<file path="config.mk">
export PLATFORM = sky130hd
export DESIGN_NAME = cpu_interrupt_flag_control
export DESIGN_NICKNAME = d
export VERILOG_FILES = /design/src/flag_ctrl_pkg.sv /design/src/cpu_interrupt_flag_control.sv
export SDC_FILE = /design/constraint.sdc
export NUM_CORES = 1
export LEC_CHECK = 0
export BUFFER_PORTS_ARGS = -buffer_cell sky130_fd_sc_hd__buf_4
export CORE_ASPECT_RATIO = 0.7
export CORE_MARGIN = 5
export CORE_UTILIZATION = 34
export CTS_CLUSTER_DIAMETER = 40
export DETAILED_ROUTE_END_ITERATION = 16
export PLACE_DENSITY = 0.77
export SLEW_MARGIN = 20
export SYNTH_ARGS = -nofsm -noshare
export SYNTH_HDL_FRONTEND = slang
export SYNTH_SLANG_ARGS = --single-unit
</file>
<file path="constraint.sdc">
create_clock -name clk_sys_in -period 4.4 [get_ports clk_sys_in]
set_clock_uncertainty 0.1 [all_clocks]
set_input_delay 0.88 -clock clk_sys_in [delete_from_list [all_inputs] [get_ports clk_sys_in]]
set_output_delay 0.88 -clock clk_sys_in [all_outputs]
set_load 0.01 [all_outputs]
</file>
<file path="src/flag_ctrl_pkg.sv">
// Package for the processor interrupt flag control block
package flag_ctrl_pkg;
    localparam int PRIO_W = 3;
    localparam int TRAP_W = 6;
    localparam int ADDR_W = 4;
    localparam int DATA_W = 16;
    // Register offsets
    localparam logic [ADDR_W-1:0] FLAG_REG_ADDR = 4'h0;
    localparam logic [ADDR_W-1:0] STATUS_REG_ADDR = 4'h1;
    // Field positions in the flag register
    localparam int IRQ_EN_POS = 0;
    localparam int STACK_SEL_POS = 1;
    localparam int RSVD_POS = 2;
    localparam int PRIO_LSB = 4;
    // Field positions in the status register
    localparam int STS_PEND_POS = 0;
    localparam int STS_ACCEPT_POS = 1;
    localparam int STS_PRIO_LSB = 4;
    // Reset values
    localparam logic RESET_IRQ_EN = 1'b0;
    localparam logic RESET_STACK_SEL = 1'b0;
    localparam logic [PRIO_W-1:0] RESET_PRIO = 3'h0;
    // Trap numbers at or below this clear the stack select flag
    localparam logic [TRAP_W-1:0] TRAP_STACK_MAX = 6'h1f;
    // Maskable request from the interrupt sources
    typedef struct packed {
        logic valid;
        logic [PRIO_W-1:0] prio;
    } irq_req_t;
    // Software trap from the instruction sequencer
    typedef struct packed {
        logic valid;
        logic [TRAP_W-1:0] num;
    } trap_req_t;
    typedef enum logic [1:0] {ST_IDLE, ST_OFFER, ST_WAIT} acc_state_t;
endpackage

</file>
<file path="src/cpu_interrupt_flag_control.sv">
// Interrupt enable, stack select and priority level flag logic
//
// The register addresses and the address-and-strobe port were decided locally.
`timescale 1ns/1ps
`default_nettype none
module cpu_interrupt_flag_control
    import flag_ctrl_pkg::*;
(
    input wire logic clk_sys_in,
    input wire logic reset_n_in,
    // Register port
    input wire logic [ADDR_W-1:0] reg_addr_in,
    input wire logic [DATA_W-1:0] reg_wdata_in,
    input wire logic reg_wr_in,
    input wire logic reg_rd_in,
    output logic [DATA_W-1:0] reg_rdata_out,
    // Interrupt sources
    input wire irq_req_t irq_req_in,
    input wire logic nmi_req_in,
    // Sequencer
    input wire logic ack_in,
    input wire trap_req_t trap_in,
    input wire logic [PRIO_W-1:0] ret_prio_in,
    input wire logic ret_irq_en_in,
    input wire logic ret_stack_sel_in,
    input wire logic ret_in,
    // Flags toward the core
    output logic irq_accept_out,
    output logic nmi_accept_out,
    output logic [PRIO_W-1:0] ack_prio_out,
    output logic irq_en_out,
    output logic use_user_stack_out,
    output logic [PRIO_W-1:0] cpu_priority_level_out
);
    // ****************************************************************
    // Flag storage and decode nets
    // ****************************************************************
    logic irq_en_ff;
    logic stack_sel_ff;
    logic rsvd_ff;
    logic [PRIO_W-1:0] cpu_priority_level_ff;
    logic nxt_irq_en;
    logic nxt_stack_sel;
    logic nxt_rsvd;
    logic [PRIO_W-1:0] nxt_cpu_priority_level;
    logic nxt_irq_accept;
    logic nxt_nmi_accept;
    logic [PRIO_W-1:0] nxt_ack_prio;
    logic [DATA_W-1:0] nxt_reg_rdata;
    logic [DATA_W-1:0] flag_word;
    logic [DATA_W-1:0] status_word;
    logic irq_pending;
    logic prio_above;
    logic irq_ok;
    logic any_offer;
    logic hw_ack;
    logic irq_taken;
    logic trap_hit;
    logic trap_low;
    logic flag_wr;
    logic flag_rd;
    logic status_rd;

    // ****************************************************************
    // Request and event decode
    // ****************************************************************

    // Maskable request: pending, above the level and not gated off
    assign irq_pending = irq_req_in.valid;
    assign prio_above = irq_req_in.prio > cpu_priority_level_ff;
    assign irq_ok = irq_pending && irq_en_ff
        && prio_above;

    // Sequencer take of whichever offer stands this cycle
    assign any_offer = irq_accept_out || nmi_accept_out;
    assign hw_ack = ack_in && any_offer;
    assign irq_taken = ack_in && irq_accept_out;

    // Software traps; low numbers also drop to the supervisor stack
    assign trap_hit = trap_in.valid;
    assign trap_low = trap_hit && (trap_in.num <= TRAP_STACK_MAX);

    // Register strobes qualified by address
    assign flag_wr = reg_wr_in && (reg_addr_in == FLAG_REG_ADDR);
    assign flag_rd = reg_rd_in && (reg_addr_in == FLAG_REG_ADDR);
    assign status_rd = reg_rd_in && (reg_addr_in == STATUS_REG_ADDR);

    // ****************************************************************
    // Interrupt enable flag
    // ****************************************************************

    // Acknowledge or trap wins over a restore and a software write
    always_comb begin
        nxt_irq_en = irq_en_ff;
        if (hw_ack || trap_hit) begin
            nxt_irq_en = 1'b0;
        end else if (ret_in) begin
            nxt_irq_en = ret_irq_en_in;
        end else if (flag_wr) begin
            nxt_irq_en = reg_wdata_in[IRQ_EN_POS];
        end
    end

    // Enable flag register
    always_ff @(posedge clk_sys_in or negedge reset_n_in) begin
        if (!reset_n_in) begin
            irq_en_ff <= RESET_IRQ_EN;
        end else begin
            irq_en_ff <= nxt_irq_en;
        end
    end

    // ****************************************************************
    // Stack select flag
    // ****************************************************************

    // Hardware take or low trap forces the supervisor stack
    always_comb begin
        nxt_stack_sel = stack_sel_ff;
        if (hw_ack || trap_low) begin
            nxt_stack_sel = 1'b0;
        end else if (ret_in) begin
            nxt_stack_sel = ret_stack_sel_in;
        end else if (flag_wr) begin
            nxt_stack_sel = reg_wdata_in[STACK_SEL_POS];
        end
    end

    // Stack select register
    always_ff @(posedge clk_sys_in or negedge reset_n_in) begin
        if (!reset_n_in) begin
            stack_sel_ff <= RESET_STACK_SEL;
        end else begin
            stack_sel_ff <= nxt_stack_sel;
        end
    end

    // ****************************************************************
    // Processor priority level
    // ****************************************************************

    // Raised to the level of the maskable request being taken
    always_comb begin
        nxt_cpu_priority_level = cpu_priority_level_ff;
        if (irq_taken) begin
            nxt_cpu_priority_level = ack_prio_out;
        end else if (ret_in) begin
            nxt_cpu_priority_level = ret_prio_in;
        end else if (flag_wr) begin
            nxt_cpu_priority_level = reg_wdata_in[PRIO_LSB +: PRIO_W];
        end
    end

    // Priority level register, eight levels in three bits
    always_ff @(posedge clk_sys_in or negedge reset_n_in) begin
        if (!reset_n_in) begin
            cpu_priority_level_ff <= RESET_PRIO;
        end else begin
            cpu_priority_level_ff <= nxt_cpu_priority_level;
        end
    end

    // ****************************************************************
    // Reserved bit
    // ****************************************************************

    // Keeps the last written value; software must not rely on it
    always_comb begin
        nxt_rsvd = rsvd_ff;
        if (flag_wr) begin
            nxt_rsvd = reg_wdata_in[RSVD_POS];
        end
    end

    // Reserved bit register
    always_ff @(posedge clk_sys_in or negedge reset_n_in) begin
        if (!reset_n_in) begin
            rsvd_ff <= 1'b0;
        end else begin
            rsvd_ff <= nxt_rsvd;
        end
    end

    // ****************************************************************
    // Acceptance offer to the sequencer
    // ****************************************************************

    // Offer drops while the current one is taken or a trap runs
    always_comb begin
        nxt_irq_accept = 1'b0;
        nxt_nmi_accept = 1'b0;
        nxt_ack_prio = ack_prio_out;
        if (!(hw_ack || trap_hit)) begin
            nxt_nmi_accept = nmi_req_in;
            nxt_irq_accept = irq_ok && !nmi_req_in;
            nxt_ack_prio = irq_req_in.prio;
        end
    end

    // Maskable offer, yields to a pending non-maskable request
    always_ff @(posedge clk_sys_in or negedge reset_n_in) begin
        if (!reset_n_in) begin
            irq_accept_out <= 1'b0;
        end else begin
            irq_accept_out <= nxt_irq_accept;
        end
    end

    // Non-maskable offer, never gated by enable or level
    always_ff @(posedge clk_sys_in or negedge reset_n_in) begin
        if (!reset_n_in) begin
            nmi_accept_out <= 1'b0;
        end else begin
            nmi_accept_out <= nxt_nmi_accept;
        end
    end

    // Priority carried with the offer, held while it is taken
    always_ff @(posedge clk_sys_in or negedge reset_n_in) begin
        if (!reset_n_in) begin
            ack_prio_out <= RESET_PRIO;
        end else begin
            ack_prio_out <= nxt_ack_prio;
        end
    end

    // ****************************************************************
    // Mirrored flag outputs
    // ****************************************************************

    // Enable flag toward the core
    always_ff @(posedge clk_sys_in or negedge reset_n_in) begin
        if (!reset_n_in) begin
            irq_en_out <= RESET_IRQ_EN;
        end else begin
            irq_en_out <= irq_en_ff;
        end
    end

    // Stack choice: supervisor pointer at 0, user pointer at 1
    always_ff @(posedge clk_sys_in or negedge reset_n_in) begin
        if (!reset_n_in) begin
            use_user_stack_out <= RESET_STACK_SEL;
        end else begin
            use_user_stack_out <= stack_sel_ff;
        end
    end

    // Priority level toward the core
    always_ff @(posedge clk_sys_in or negedge reset_n_in) begin
        if (!reset_n_in) begin
            cpu_priority_level_out <= RESET_PRIO;
        end else begin
            cpu_priority_level_out <= cpu_priority_level_ff;
        end
    end

    // ****************************************************************
    // Register read port
    // ****************************************************************

    // Flag register image
    always_comb begin
        flag_word = '0;
        flag_word[IRQ_EN_POS] = irq_en_ff;
        flag_word[STACK_SEL_POS] = stack_sel_ff;
        flag_word[RSVD_POS] = rsvd_ff;
        flag_word[PRIO_LSB +: PRIO_W] = cpu_priority_level_ff;
    end

    // Status register image, read only
    always_comb begin
        status_word = '0;
        status_word[STS_PEND_POS] = irq_req_in.valid;
        status_word[STS_ACCEPT_POS] = irq_accept_out;
        status_word[STS_PRIO_LSB +: PRIO_W] = irq_req_in.prio;
    end

    // Read select; unmapped or idle cycles give zero
    always_comb begin
        nxt_reg_rdata = '0;
        if (flag_rd) begin
            nxt_reg_rdata = flag_word;
        end else if (status_rd) begin
            nxt_reg_rdata = status_word;
        end
    end

    // Read data stands for the single cycle after the strobe
    always_ff @(posedge clk_sys_in or negedge reset_n_in) begin
        if (!reset_n_in) begin
            reg_rdata_out <= '0;
        end else begin
            reg_rdata_out <= nxt_reg_rdata;
        end
    end
endmodule
`default_nettype wire

</file>
==> results.md <==
Status:
- The run finished with clean final reports.

Setup path:
- The worst setup path startpoint is reg_addr_in[0].
- The worst setup slack for register-to-register paths is about 2.8 ns.
- Following the worst setup path forward leads to its endpoint at rsvd_ff$_DFFE_PN0P_.
- The worst setup path is captured at a flop.
- In this design, the stage delay of the slowest critical-path cell is 0.58 ns.
- The worst-path maximum fanout is 6.
- The critical-path cell with the highest stage delay is sky130_fd_sc_hd__or4b_4.
- The total number of cells along the worst setup path is 4.
- On the critical path the largest part of the delay comes from simple AND/OR/NAND/NOR gates.
- By startpoint and endpoint, the worst setup path is classified as in -> reg.
- The startpoint identified for the worst register-to-register timing path is irq_accept_out$_DFF_PN0_.
- The kind of start point of the critical path is a primary input.
- The buffer and inverter count on the worst path is 1.
- The endpoint identified for the worst register-to-register timing path is ack_prio_out[1]$_DFFE_PN0N_.
- The number of cells on the worst reg-to-reg path is 3.
- Data on the critical path is required at its endpoint by ~4.4 ns.
- The signal arrival time at the worst endpoint is 2.02 ns.
- The critical path goes through buf_4 > or4b_4 > nor2_2 > mux2_1.

Placed design:
- After legalization and detailed placement, the total HPWL measured ~2200 um.
- In this run the cell area measured after placement is 1390 sq um.
- Counting tap cells, the placed design contains a total of roughly 170 instances.
- The quantity of I/O buffers inserted on ports is between 40 and 50.
- The routability-driven placement congestion ratio is roughly 0.8.

Routing:
- The number of routed nets with antenna violations is 0.
- The total DRC errors in the routed layout is 0.
- The first-iteration detailed-routing DRC count is 51.
- The overall routed net length is 2630 um.
- The routed via count divided by cell count is 4.82.
- The detailed-route wire length per cell is 14.8 um.
- Before antenna repair, the detailed router went through 4 iterations.
- The number of vias after detailed routing is 858.

Synth:
- The number of different library cells used by synthesis comes to 31.
- The predominant post-synthesis flop cell is sky130_fd_sc_hd__dfrtp_1.
- In the synthesized netlist the async set-or-reset flop fraction comes to 100%.
- Averaged over all synthesized cells, the footprint is 11.1 sq um.
- Synthesis handed over a netlist of 96 instances.
- The total of warnings raised by yosys is 0.
- The number of enable flip-flop cells after synthesis is 0.
- Counting flops and latches in the post-synthesis netlist gives 22.
- In this run the cell area of the synthesized design comes to 1060 sq um.
- Summing the sequential cell areas from Yosys gives 51.8% of the chip area.

Global routing:
- The number of antenna violations at the first check in global routing came to 0.
- The wire length of the first global-routing pass is roughly 4300 um.
- The total overflow reported by the global router is 0.
- The global-route track usage on met1 is 15.3%.
- In the global route stage, overall resource usage came out at 12.2%.
- The global routing stage identified its most utilized layer as met2.
- For this run, global-route usage on met3 was measured as 6.09%.
- The routing usage on met2 is approximately a fifth.
- Entering global routing, the biggest net connects 23 pins.
- The via count of the first global-routing pass is 894.

Finish:
- The post-layout instance area is 1440 sq um.
- The area growth from synthesis to layout is 35.4%.
- The final layout contains 187 nets.
- The share of layout cells above drive strength 1 is a little under two fifths.
- Excluding fillers, the count of instances in the completed layout stands at 178.
- In the layout the commonest cells are 43 x sky130_fd_sc_hd__buf_4, 22 x sky130_fd_sc_hd__dfrtp_1, 10 x sky130_fd_sc_hd__conb_1.
- The layout has 292 filler cells.
- The repair_antennas step left the layout with diodes totalling 0.
- The most common cell after layout, fill and taps aside is sky130_fd_sc_hd__buf_4.

STA:
- Static timing analysis puts the maximum clock frequency at 507 MHz.
- The final count of pins violating max slew is 0.
- In the final timing run, aggregate negative setup slack is 0 ns.
- The post-route worst hold slack is 0.349 ns.
- The number of setup violations in the final report is 0.
- The post-route minimum period is 1.97 ns.
- Dividing the final minimum period by the clock period gives 44.8%.
- The worst-case headroom to the max-slew limit is 66.1%.
- Setup repair after global routing left no endpoint under its margin.
- The slew at the pin closest to its max-slew limit is approximately 0.5 ns.
- The number of endpoints with negative hold slack in the final report is 0.

Die:
- From bottom edge to top edge, the die measures 56.8 um.
- The floorplan step set the die width to 76.8 um.
- The number of placement rows is 17.
- The die covers 4360 sq um.
- The initial cell density of the core is about a third.
- For this design the top-level I/O count stands at 69.
- After floorplanning, the core was sized to cover 3080 sq um.

Flow run:
- Across the run, the number of max-cap violations was 0.

Clock network:
- CTS built an H-tree with a depth of 1.
- No sink is reached through more buffers than the 2 on the longest clock path.
- For this design, the CTS-stage hold fixing added 0 buffers.
- The clock sink count is 22.
- The root cell of the clock tree is sky130_fd_sc_hd__clkbuf_8.
- The CTS tree is yes.
- Buffers added to address setup during post-CTS repair amount to 0.
- The clock reaches the later pin of the worst-skew pair after 0.26 ns.
- The number of gates resized after CTS is 0.
- The CTS clock-pin slew for the worst setup and hold paths is 0.08 ns.
- The TritonCTS buffer count is 3.

Power and ir drop:
- Dividing total power by cell area gives a power density of 314 nW/um^2.
- The design draws 452 uW.
- The cell leakage power is about 0.00074 uW.
- The highest ir drop seen on vdd is 0.143 mV.

Worst hold path:
- In this run the worst hold path is classified as reg -> reg.
worst min-delay path by stage:
| stage | start | end | depth (start not counted) |
|---|---|---|---|
| floorplan | stack_sel_ff$_DFFE_PN0P_ | use_user_stack_out$_DFF_PN0_ | 0 |
| global route | stack_sel_ff$_DFFE_PN0P_ | use_user_stack_out$_DFF_PN0_ | 0 |
| detailed placement | stack_sel_ff$_DFFE_PN0P_ | use_user_stack_out$_DFF_PN0_ | 0 |
| finish | cpu_priority_level_ff[1]$_DFFE_PN0P_ | cpu_priority_level_out[1]$_DFF_PN0_ | 0 |
| CTS | stack_sel_ff$_DFFE_PN0P_ | use_user_stack_out$_DFF_PN0_ | 0 |
| global placement | stack_sel_ff$_DFFE_PN0P_ | use_user_stack_out$_DFF_PN0_ | 0 |
worst register-to-register path, stage by stage, from the launching register on:
cell                      delay (ns)
sky130_fd_sc_hd__dfrtp_1        0.47
sky130_fd_sc_hd__o21ai_0        0.34
sky130_fd_sc_hd__and2_1         0.28
sky130_fd_sc_hd__mux2_2         0.35
state kept, by name (all words and copies together), names as in the netlist:
signal and count:
stack_sel_ff 1, cpu_priority_level_ff 3, irq_en_out 1, ack_prio_out 3, nmi_accept_out 1, cpu_priority_level_out 3, use_user_stack_out 1, irq_en_ff 1
irq_accept_out 1, rsvd_ff 1, reg_rdata_out 6
where the power goes:
group / internal, uW / switching [uW] / total, uW
Clock: 79.7 / 62.2 / 142
Sequential: 218 / 10.4 / 228
Combinational: 42.9 / 39.2 / 82.1
Total: 340 / 112 / 452
cells by family (layout without fill, tap and decap cells):
kind of cell	after synthesis	after routing	share of synthesized area [%]
flops	22	22	51.8
compound gates	27	27	17.1
simple gates	21	21	12.6
mux	5	5	5.18
other cells	1	10	0.353
fa+ha+maj	3	3	3.53
buf+inv	17	52	9.53
synthesized netlist by cell type (2+ instances only):
cell type | n | area (sq um)
sky130_fd_sc_hd__dfrtp_1 | 22 | 551
sky130_fd_sc_hd__buf_4 | 10 | 75.1
sky130_fd_sc_hd__a21oi_1 | 6 | 30.0
sky130_fd_sc_hd__a22o_1 | 5 | 43.8
sky130_fd_sc_hd__inv_1 | 5 | 18.8
sky130_fd_sc_hd__a31oi_1 | 4 | 25.0
sky130_fd_sc_hd__and3_1 | 4 | 25.0
sky130_fd_sc_hd__o21ai_0 | 4 | 20.0
sky130_fd_sc_hd__ha_1 | 3 | 37.5
sky130_fd_sc_hd__mux2_2 | 3 | 33.8
sky130_fd_sc_hd__nand2b_1 | 3 | 18.8
sky130_fd_sc_hd__nor2_1 | 3 | 11.3
sky130_fd_sc_hd__a311oi_1 | 2 | 17.5
sky130_fd_sc_hd__and2_1 | 2 | 12.5
sky130_fd_sc_hd__nand2_1 | 2 | 7.51
sky130_fd_sc_hd__nand3_1 | 2 | 10.0
sky130_fd_sc_hd__o21ai_1 | 2 | 10.0
per-stage QoR:
step	worst slack, ns	utilization [%]
after CTS	2.44	46.7
after floorplan	2.34	-
after global routing	2.41	46.7
final	2.43	46.7
after detailed placement	2.16	44.9
after global placement	2.17	44.9
metal layers:
layer,vias to the layer above,share of wire [%]
li1,415,-
met1,393,42
met2,48,46
met3,2,11
met4,0,0.80
met5,-,0
layout make-up:
| type | count | area, sq um | share of cell area [%] |
|---|---|---|---|
| flip-flops and latches | 22 | 551 | 38.2 |
| multi-input cells | 66 | 445 | 30.9 |
| repair buffers | 43 | 323 | 22.4 |
| clock buffers | 4 | 55.1 | 3.82 |
| well taps | 38 | 47.5 | 3.30 |
| inverters | 5 | 18.8 | 1.30 |
No activity file was read; power rests on OpenSTA's default activity.
